[config.mk]
export PLATFORM = sky130hd
export DESIGN_NAME = logic_cell
export DESIGN_NICKNAME = d
export VERILOG_FILES = /design/src/verilog/logic_cell_pkg.sv /design/src/verilog/logic_cell.sv
export SDC_FILE = /design/constraint.sdc
export NUM_CORES = 1
export LEC_CHECK = 0
export ABC_AREA = 1
export BUFFER_PORTS_ARGS = -buffer_cell sky130_fd_sc_hd__buf_2
export CORE_ASPECT_RATIO = 0.6
export CORE_MARGIN = 3
export CORE_UTILIZATION = 35
export DETAILED_ROUTE_END_ITERATION = 6
export HOLD_SLACK_MARGIN = 0.1
export PLACE_DENSITY = 0.68
export SLEW_MARGIN = 20
export SYNTH_ARGS = -nofsm -noshare
export SYNTH_HDL_FRONTEND = slang
export SYNTH_SLANG_ARGS = --single-unit
export TNS_END_PERCENT = 30
[constraint.sdc]
create_clock -name aclk -period 3.6 [get_ports aclk]
set_input_delay 0.36 -clock aclk [delete_from_list [all_inputs] [get_ports aclk]]
set_output_delay 0.36 -clock aclk [all_outputs]
set_load 0.02 [all_outputs]
[src/verilog/logic_cell_pkg.sv]
package logic_cell_pkg;

	// register map, byte addresses on the 12-bit bus address
	localparam logic [11:0] cfg_addr    = 12'h000;
	localparam logic [11:0] lut_addr    = 12'h004;
	localparam logic [11:0] status_addr = 12'h008;

	// reset values
	localparam logic [11:0] cfg_reset = 12'h000;
	localparam logic [15:0] lut_reset = 16'h0000;

	// status bit positions
	localparam int status_q_bit       = 0;
	localparam int status_comb_bit    = 1;
	localparam int status_carry_bit   = 2;
	localparam int status_cascade_bit = 3;
	localparam int status_bus_bit     = 4;

	// bus answers
	localparam logic [1:0] resp_okay   = 2'h0;
	localparam logic [1:0] resp_slverr = 2'h2;

	// fixed counter tables, index {carry, enable or up, q}
	localparam logic [7:0] count_table = 8'h6a;
	localparam logic [7:0] carry_table = 8'h90;

	// offset of the carry table inside the lookup word in arithmetic mode
	localparam int arith_carry_base = 8;

	// drivers on the emulated internal bus
	localparam int bus_drivers = 4;

	typedef enum logic [1:0] {
		mode_normal,
		mode_arith,
		mode_counter
	} mode_t;

	// configuration word, bit 0 upward: mode, then the option flags
	typedef struct packed {
		logic       load_hold;
		logic       fb_carry;
		logic       local_ctrl;
		logic       greset_en;
		logic       preset_mode;
		logic       clr_sel_b;
		logic       clr_en;
		logic       reg_out;
		logic       cascade_en;
		logic       lut_d_carry;
		logic [1:0] mode;
	} cfg_t;

	// cluster-wide register controls
	typedef struct packed {
		logic async_a_n;
		logic async_b_n;
		logic sync_clear;
		logic sync_load;
	} ctrl_t;

endpackage

[src/verilog/logic_cell.sv]
// Decided for this implementation: the register offsets and the AXI4-Lite interface to the registers.
`timescale 1ns/1ps

module logic_cell
	import logic_cell_pkg::*;
(
	input  wire logic                   aclk,
	input  wire logic                   aresetn,
	input  wire logic [11:0]            s_axi_awaddr,
	input  wire logic                   s_axi_awvalid,
	output logic                        s_axi_awready,
	input  wire logic [31:0]            s_axi_wdata,
	input  wire logic [3:0]             s_axi_wstrb,
	input  wire logic                   s_axi_wvalid,
	output logic                        s_axi_wready,
	output logic [1:0]                  s_axi_bresp,
	output logic                        s_axi_bvalid,
	input  wire logic                   s_axi_bready,
	input  wire logic [11:0]            s_axi_araddr,
	input  wire logic                   s_axi_arvalid,
	output logic                        s_axi_arready,
	output logic [31:0]                 s_axi_rdata,
	output logic [1:0]                  s_axi_rresp,
	output logic                        s_axi_rvalid,
	input  wire logic                   s_axi_rready,
	input  wire logic                   operand_a_in,
	input  wire logic                   operand_b_in,
	input  wire logic                   operand_c_in,
	input  wire logic                   operand_d_in,
	input  wire logic                   carry_in,
	input  wire logic                   cascade_in,
	input  wire logic                   cluster_ctrl_a,
	input  wire logic                   cluster_ctrl_b,
	input  wire logic                   cluster_sync_clear,
	input  wire logic                   cluster_sync_load,
	input  wire logic                   global_reset_n,
	input  wire logic [3:0]             lead_operand,
	input  wire logic [bus_drivers-1:0] bus_oe,
	input  wire logic [bus_drivers-1:0] bus_data,
	output logic                        cell_out,
	output logic                        carry_out,
	output logic                        cascade_out,
	output logic                        bus_out
);

	// 3-input lookup, shared by arithmetic and counter paths
	function automatic logic lut3(input logic [7:0] table_bits, input logic [2:0] idx);
		lut3 = table_bits[idx];
	endfunction

	// byte-lane merge for register writes
	function automatic logic [31:0] merge(input logic [31:0] old_val,
		input logic [31:0] new_val, input logic [3:0] strb);
		logic [31:0] res;
		res = old_val;
		for (int i = 0; i < 4; i++) begin
			if (strb[i]) begin
				res[8*i +: 8] = new_val[8*i +: 8];
			end
		end
		merge = res;
	endfunction

	// address decode, used on both the write and read paths
	function automatic logic addr_known(input logic [11:0] addr);
		addr_known = (addr == cfg_addr) || (addr == lut_addr) || (addr == status_addr);
	endfunction

	cfg_t        cfg;
	logic [15:0] lut_mask;
	mode_t       mode;
	ctrl_t       ctrl;
	logic        aw_got;
	logic        w_got;
	logic [11:0] aw_addr;
	logic [31:0] w_data;
	logic [3:0]  w_strb;
	logic        wr_fire;
	logic        stored;
	logic        q_out;
	logic        cin;
	logic        lut_out;
	logic        pre_ctrl;
	logic        comb_result;
	logic        load_data;
	logic        next_q;
	logic        cluster_clr_n;
	logic        async_clr_n;
	logic [31:0] status_word;

	assign mode = mode_t'(cfg.mode);

	// cluster controls: dedicated lines or the lead cell's inputs
	always_comb begin
		if (cfg.local_ctrl) begin
			ctrl = {lead_operand[0], lead_operand[1], lead_operand[2], lead_operand[3]};
		end else begin
			ctrl = {cluster_ctrl_a, cluster_ctrl_b, cluster_sync_clear, cluster_sync_load};
		end
	end

	// async clear: chosen line, unused reads high, chip reset gated in
	assign cluster_clr_n = cfg.clr_en ? (cfg.clr_sel_b ? ctrl.async_b_n : ctrl.async_a_n)
		: 1'b1;
	assign async_clr_n = cluster_clr_n & (cfg.greset_en ? global_reset_n : 1'b1);

	// own-output fast feedback starts a counter chain here
	assign cin = (mode == mode_counter && cfg.fb_carry) ? q_out : carry_in;

	// per-mode datapath; operands a to d, carry and q go to different tables
	always_comb begin
		lut_out   = 1'b0;
		carry_out = 1'b0;
		case (mode)
			mode_arith: begin
				lut_out   = lut3(lut_mask[7:0], {cin, operand_b_in, operand_a_in});
				carry_out = lut3(lut_mask[arith_carry_base +: 8],
					{cin, operand_b_in, operand_a_in});
			end
			mode_counter: begin
				lut_out   = lut3(count_table, {cin, operand_a_in, q_out});
				carry_out = lut3(carry_table, {cin, operand_b_in, q_out});
			end
			default: begin
				lut_out = lut_mask[{operand_d_in, (cfg.lut_d_carry ? cin : operand_c_in),
					operand_b_in, operand_a_in}];
			end
		endcase
	end

	// cascade joins the table output in every mode when enabled
	assign pre_ctrl    = cfg.cascade_en ? (lut_out & cascade_in) : lut_out;
	assign cascade_out = pre_ctrl;
	assign comb_result = pre_ctrl;

	// sync controls: load mux then clear AND; clear beats load
	assign load_data = cfg.load_hold ? q_out : operand_c_in;
	always_comb begin
		if (ctrl.sync_clear) begin
			next_q = 1'b0;
		end else if (ctrl.sync_load) begin
			next_q = load_data;
		end else begin
			next_q = pre_ctrl;
		end
	end

	// cell register; preset mode stores the inverse so clear means high
	always_ff @(posedge aclk or negedge async_clr_n) begin
		if (!async_clr_n) begin
			stored <= 1'b0;
		end else if (!aresetn) begin
			stored <= 1'b0;
		end else begin
			stored <= cfg.preset_mode ? ~next_q : next_q;
		end
	end
	assign q_out    = cfg.preset_mode ? ~stored : stored;
	assign cell_out = cfg.reg_out ? q_out : comb_result;

	// emulated internal bus: one driver wins, none is high, many low
	always_comb begin
		if (bus_oe == '0) begin
			bus_out = 1'b1;
		end else if ((bus_oe & (bus_oe - bus_drivers'(1))) != '0) begin
			bus_out = 1'b0;
		end else begin
			bus_out = |(bus_oe & bus_data);
		end
	end

	// write channel capture; address and data in either order
	assign s_axi_awready = !aw_got && !s_axi_bvalid;
	assign s_axi_wready  = !w_got && !s_axi_bvalid;
	assign wr_fire       = aw_got && w_got;
	always_ff @(posedge aclk) begin
		if (!aresetn) begin
			aw_got  <= 1'b0;
			w_got   <= 1'b0;
			aw_addr <= 12'h000;
			w_data  <= 32'h0000_0000;
			w_strb  <= 4'h0;
		end else if (wr_fire) begin
			aw_got <= 1'b0;
			w_got  <= 1'b0;
		end else begin
			if (s_axi_awvalid && s_axi_awready) begin
				aw_got  <= 1'b1;
				aw_addr <= s_axi_awaddr;
			end
			if (s_axi_wvalid && s_axi_wready) begin
				w_got  <= 1'b1;
				w_data <= s_axi_wdata;
				w_strb <= s_axi_wstrb;
			end
		end
	end

	// configuration and table registers; status writes are dropped
	always_ff @(posedge aclk) begin
		if (!aresetn) begin
			cfg      <= cfg_t'(cfg_reset);
			lut_mask <= lut_reset;
		end else if (wr_fire) begin
			if (aw_addr == cfg_addr) begin
				// a function result cannot be part-selected, so cut it by a size cast
				cfg <= cfg_t'(12'(merge({20'h0_0000, cfg}, w_data, w_strb)));
			end
			if (aw_addr == lut_addr) begin
				lut_mask <= 16'(merge({16'h0000, lut_mask}, w_data, w_strb));
			end
		end
	end

	// write response one edge after both halves are in
	always_ff @(posedge aclk) begin
		if (!aresetn) begin
			s_axi_bvalid <= 1'b0;
			s_axi_bresp  <= resp_okay;
		end else if (wr_fire) begin
			s_axi_bvalid <= 1'b1;
			s_axi_bresp  <= addr_known(aw_addr) ? resp_okay : resp_slverr;
		end else if (s_axi_bready) begin
			s_axi_bvalid <= 1'b0;
		end
	end

	// live cell state for software
	always_comb begin
		status_word                     = 32'h0000_0000;
		status_word[status_q_bit]       = q_out;
		status_word[status_comb_bit]    = comb_result;
		status_word[status_carry_bit]   = carry_out;
		status_word[status_cascade_bit] = cascade_out;
		status_word[status_bus_bit]     = bus_out;
	end

	// read path; unmapped reads answer zero with an error
	assign s_axi_arready = !s_axi_rvalid;
	always_ff @(posedge aclk) begin
		if (!aresetn) begin
			s_axi_rvalid <= 1'b0;
			s_axi_rdata  <= 32'h0000_0000;
			s_axi_rresp  <= resp_okay;
		end else if (s_axi_arvalid && s_axi_arready) begin
			s_axi_rvalid <= 1'b1;
			s_axi_rresp  <= addr_known(s_axi_araddr) ? resp_okay : resp_slverr;
			case (s_axi_araddr)
				cfg_addr:    s_axi_rdata <= {20'h0_0000, cfg};
				lut_addr:    s_axi_rdata <= {16'h0000, lut_mask};
				status_addr: s_axi_rdata <= status_word;
				default:     s_axi_rdata <= 32'h0000_0000;
			endcase
		end else if (s_axi_rready) begin
			s_axi_rvalid <= 1'b0;
		end
	end

	// checks on the cell register, the datapath, the bus and the write response
	chk_clear_beats_load: assert property (
		@(posedge aclk) disable iff (!aresetn || !async_clr_n)
		ctrl.sync_clear ##1 async_clr_n |-> q_out == 1'b0)
		else $error("sync clear did not clear the register");

	chk_load_over_cascade: assert property (
		@(posedge aclk) disable iff (!aresetn || !async_clr_n)
		(!ctrl.sync_clear && ctrl.sync_load) ##1 async_clr_n
		|-> q_out == $past(load_data))
		else $error("sync load value not taken");

	chk_count_hold: assert property (
		@(posedge aclk) disable iff (!aresetn || !async_clr_n)
		(mode == mode_counter && !cfg.cascade_en && !ctrl.sync_clear
		&& !ctrl.sync_load && !operand_a_in) ##1 async_clr_n
		|-> $stable(q_out))
		else $error("counter moved without enable");

	chk_count_step: assert property (
		@(posedge aclk) disable iff (!aresetn || !async_clr_n)
		(mode == mode_counter && !cfg.cascade_en && !ctrl.sync_clear
		&& !ctrl.sync_load && operand_a_in && cin) ##1 async_clr_n
		|-> q_out != $past(q_out))
		else $error("enabled counter with carry did not toggle");

	chk_async_preset: assert property (
		@(posedge aclk) disable iff (!aresetn)
		!async_clr_n |-> q_out == cfg.preset_mode)
		else $error("async clear gave wrong output level");

	chk_arith_carry: assert property (
		@(posedge aclk) disable iff (!aresetn)
		mode == mode_arith
		|-> carry_out == lut_mask[arith_carry_base + {cin, operand_b_in, operand_a_in}])
		else $error("arithmetic carry out wrong");

	chk_bus_resolve: assert property (
		@(posedge aclk) disable iff (!aresetn)
		($countones(bus_oe) > 1 |-> !bus_out) and (bus_oe == '0 |-> bus_out))
		else $error("emulated bus resolved wrongly");

	chk_cascade_and: assert property (
		@(posedge aclk) disable iff (!aresetn)
		(cfg.cascade_en && !cascade_in) |-> !cascade_out)
		else $error("cascade in low did not force cascade out low");

	chk_bresp_stable: assert property (
		@(posedge aclk) disable iff (!aresetn)
		(s_axi_bvalid && !s_axi_bready) |=> s_axi_bvalid && $stable(s_axi_bresp))
		else $error("write response dropped before bready");

	// direction only steers the fast carry, enable only the bit toggle
	chk_counter_carry: assert property (
		@(posedge aclk) disable iff (!aresetn)
		mode == mode_counter
		|-> carry_out == (cin & (operand_b_in ? q_out : !q_out)))
		else $error("counter carry out wrong");

	// load fed from own output must act as a hold
	chk_load_hold: assert property (
		@(posedge aclk) disable iff (!aresetn || !async_clr_n)
		(cfg.load_hold && !ctrl.sync_clear && ctrl.sync_load) ##1 async_clr_n
		|-> $stable(q_out))
		else $error("held load changed the register");

endmodule

==> results.sh <==
export IMPL_rr_endpoint="s_axi_rdata[12]$_SDFFE_PN0P_"
export IMPL_dpl_instance_area_um2=4272
export IMPL_grt_pass1_vias=3448
export IMPL_final_min_clock_period_ns=2.512
export IMPL_hold_viol=0
export IMPL_async_flop_share=0.01235
export IMPL_critPathArrivalTime_ns=2.15
export IMPL_num_rows=28
export IMPL_critPathRequiredTime_ns=3.24
export IMPL_rsz0062_at_grt="no"
export IMPL_crit_start="mode[0]$_SDFFE_PN0P_"
export IMPL_yosys_warnings=0
export IMPL_p_seq_frac=0.446
export IMPL_hold_class="primary input to asynchronous set/reset pin"
export IMPL_cts_buffers=9
export IMPL_crit_path_max_incr_delay_ns=0.33
export IMPL_dp_hpwl_mm=8.222
export IMPL_peakVddDrop_mv=0.2331
export IMPL_grt_busiest_layer="met1"
export IMPL_path_clk_slew_ns=0.06
export IMPL_use_met1=0.2528
export IMPL_via_per_inst=4.931
export IMPL_relSlewSlack=0.6110
export IMPL_setup_viol=0
export IMPL_final_nets=722
export IMPL_tritoncts="built"
export IMPL_intPower_w=0.001579
export IMPL_crit_top_cell="nand2_1"
export IMPL_cts_resized=0
export IMPL_pwr_share_comb=0.117
export IMPL_power_density_cell_area_nw_per_um2=473.4
export IMPL_register_area_um2=1627
export IMPL_status="finished, final reports clean"
export IMPL_clock_sinks=81
export IMPL_worstSkewPairLatency_ns=0.34
export IMPL_cts_root_buf="clkbuf_16"
export IMPL_firstDrtPassIters=5
export IMPL_boundaryPins=135
export IMPL_die_y_um=86.35
export IMPL_yosys_register_bits=81
export IMPL_syn_inst=540
export IMPL_path_cells="inv_1 -> ha_1 -> nand2_1 -> inv_1 -> nand3_1 -> nand2_1 -> nand2_1 -> nand3_1 -> nand3_1 -> nand2_1 -> nand2_1 -> nand2_2 -> o21ai_0 -> buf_2"
export IMPL_yosysSeqAreaShare=0.4319
export IMPL_area_growth_synth_to_final_pct=21.89
export IMPL_die_width_um=139.9
export IMPL_r2r_setup_slack_ns=1.68
export IMPL_grt_max_degree=66
export IMPL_dieArea_um2=12080
export IMPL_grt_overflow_total=0
export IMPL_grtUsageMet3=0.04796
export IMPL_wl_per_cell_um=13.84
export IMPL_critPathKind="flop to primary output"
export IMPL_crit_path_start_kind="flop"
export IMPL_avgSynthCellArea_um2=6.974
export IMPL_r2r_cells=5
export IMPL_p_sw_frac=0.2735
export IMPL_drtIter0Drc=433
export IMPL_drive_above_1_share=0.1953
export IMPL_diodes=0
export IMPL_drc_errors=0
export IMPL_place_gp_congestion=0.8551
export IMPL_yosysUniqueCellTypes=32
export IMPL_synth_edff_count=0
export IMPL_clock_path_buffers=2
export IMPL_htreeDepth=3
export IMPL_maxCapViolations=0
export IMPL_tightest_slew_ns=0.5800
export IMPL_fin_worst_skew_ns=0.008615
export IMPL_multiInputGateArea_um2=1742
export IMPL_finalCritPeriodShare=0.6978
export IMPL_coreArea_um2=10160
export IMPL_final_cell_area_um2=4591
export IMPL_grt_pass1_wl_mm=16.66
export IMPL_slowest_stage="dfxtp_1"
export IMPL_postRouteAntennaNets=0
export IMPL_synthFlopType="dfxtp_1"
export IMPL_fillers=1057
export IMPL_use_met2=0.2486
export IMPL_synth_area_um2=3766
export IMPL_r2r_start="s_axi_rvalid$_SDFFE_PN0P_"
export IMPL_antenna_found_initial=0
export IMPL_path_max_fanout=3
export IMPL_p_sw_w=0.0005944
export IMPL_power_w=0.002173
export IMPL_initial_core_util=0.3707
export IMPL_final_max_slew_viol_count=0
export IMPL_power_frac_clock=0.437
export IMPL_grt_usage=0.1715
export IMPL_leakagePower_nw=2.050
export IMPL_wl_mm=10.66
export IMPL_io_buffers=98
export IMPL_fmax_ghz=0.3981
export IMPL_end_kind="primary output"
export IMPL_setup_tns_ns=0
export IMPL_vias=3797
==> timing repair <==
item,CTS,global route
setup buffers,0,0
hold buffers,1,0
hold endpoints to repair,1,0
setup endpoints to repair,0,0
==> layer usage <==
metal | routed length, um | vias up
met2 | 4362 | 155
met5 | 0 | -
met1 | 5331 | 1727
met4 | 93 | 0
met3 | 871 | 9
li1 | - | 1906
==> registers in the layout, indices dropped and copies added (netlist names) <==
signal	flops
w_data	16
s_axi_rdata	16
s_axi_rvalid	1
lut_mask	16
w_strb	2
stored	1
mode	2
s_axi_bvalid	1
aw_addr	12
cfg	10
s_axi_bresp	1
aw_got	1
w_got	1
s_axi_rresp	1
==> synthesized netlist by cell type (3+ instances only) <==
master    count  area share
o22ai_1      10       0.017
o21ai_0      65       0.086
nand2_2       3      0.0050
nand3_1      27       0.036
inv_1        59       0.059
o211ai_1      4      0.0080
clkbuf_1     12       0.012
nand2_1      96       0.096
buf_2         6      0.0080
buf_4        19       0.038
a21oi_1      54       0.072
dfxtp_1      80        0.43
nor2_1       80       0.080
==> metrics by stage <==
stage               cells  worst slack [ns]  hold slack [ns]  utilization
floorplan             557             1.524           0.1508            -
global placement      753             1.481           0.2016       0.4204
detailed placement    753             1.429           0.2018       0.4204
CTS                   770             1.072           0.1104       0.4518
global route          770            0.8604           0.1327       0.4518
finish                770             1.088           0.1128       0.4518
==> cell usage in the layout (no fill, tap or decap), drive strengths merged, types with 9 or more instances in the layout <==
cell type	count
buf	100
nand2	99
nor2	80
dfxtp	80
o21ai	67
inv	63
a21oi	54
nand3	27
conb	18
o22ai	10
clkbuf	9
==> critical path: cells and delay by family (launching register included) <==
kind            cells  cell delay [ns]
compound gates      1             0.16
fa+ha+maj           1             0.24
buf+inv             3             0.34
flops               1             0.33
simple gates        9             0.74
==> final cells by class <==
cell class	instances	share of cell area
Clock buffer	9	0.04906
Clock inverter	7	0.01826
Inverter	61	0.04988
Multi-Input combinational cell	376	0.3794
Sequential cell	81	0.3543
Tap cell	135	0.03679
Timing Repair Buffer	101	0.1123
==> worst max-delay path by stage <==
| stage | slack [ns] | to | cells after the start |
|---|---|---|---|
| after global placement | 1.48 | cell_out | 12 |
| after CTS | 1.07 | cell_out | 14 |
| after detailed placement | 1.43 | cell_out | 13 |
| after floorplan | 1.52 | cell_out | 13 |
| final | 1.09 | cell_out | 14 |
| after global routing | 0.86 | cell_out | 14 |
==> logic make-up after synthesis <==
logic type | share of synthesized area
AND/OR/NAND/NOR | 0.2385
buffers and inverters | 0.1226
flip-flops | 0.4319
other | 0.0009957
multiplexers | 0.002658
adder cells (fa/ha/maj) | 0.006643
AO/OA/AOI/OAI | 0.1967
==> power groups by stage <==
stage          registers [W]  logic (W)  clock network [W]
5_1_grt             0.000973   0.000287           0.000999
2_1_floorplan       0.000987   0.000176                  0
6_report            0.000969   0.000255           0.000950
3_3_place_gp        0.000986   0.000246                  0
3_5_place_dp        0.000988   0.000253                  0
4_1_cts             0.000968   0.000255           0.000962
Power figures use the tool's default switching activity.
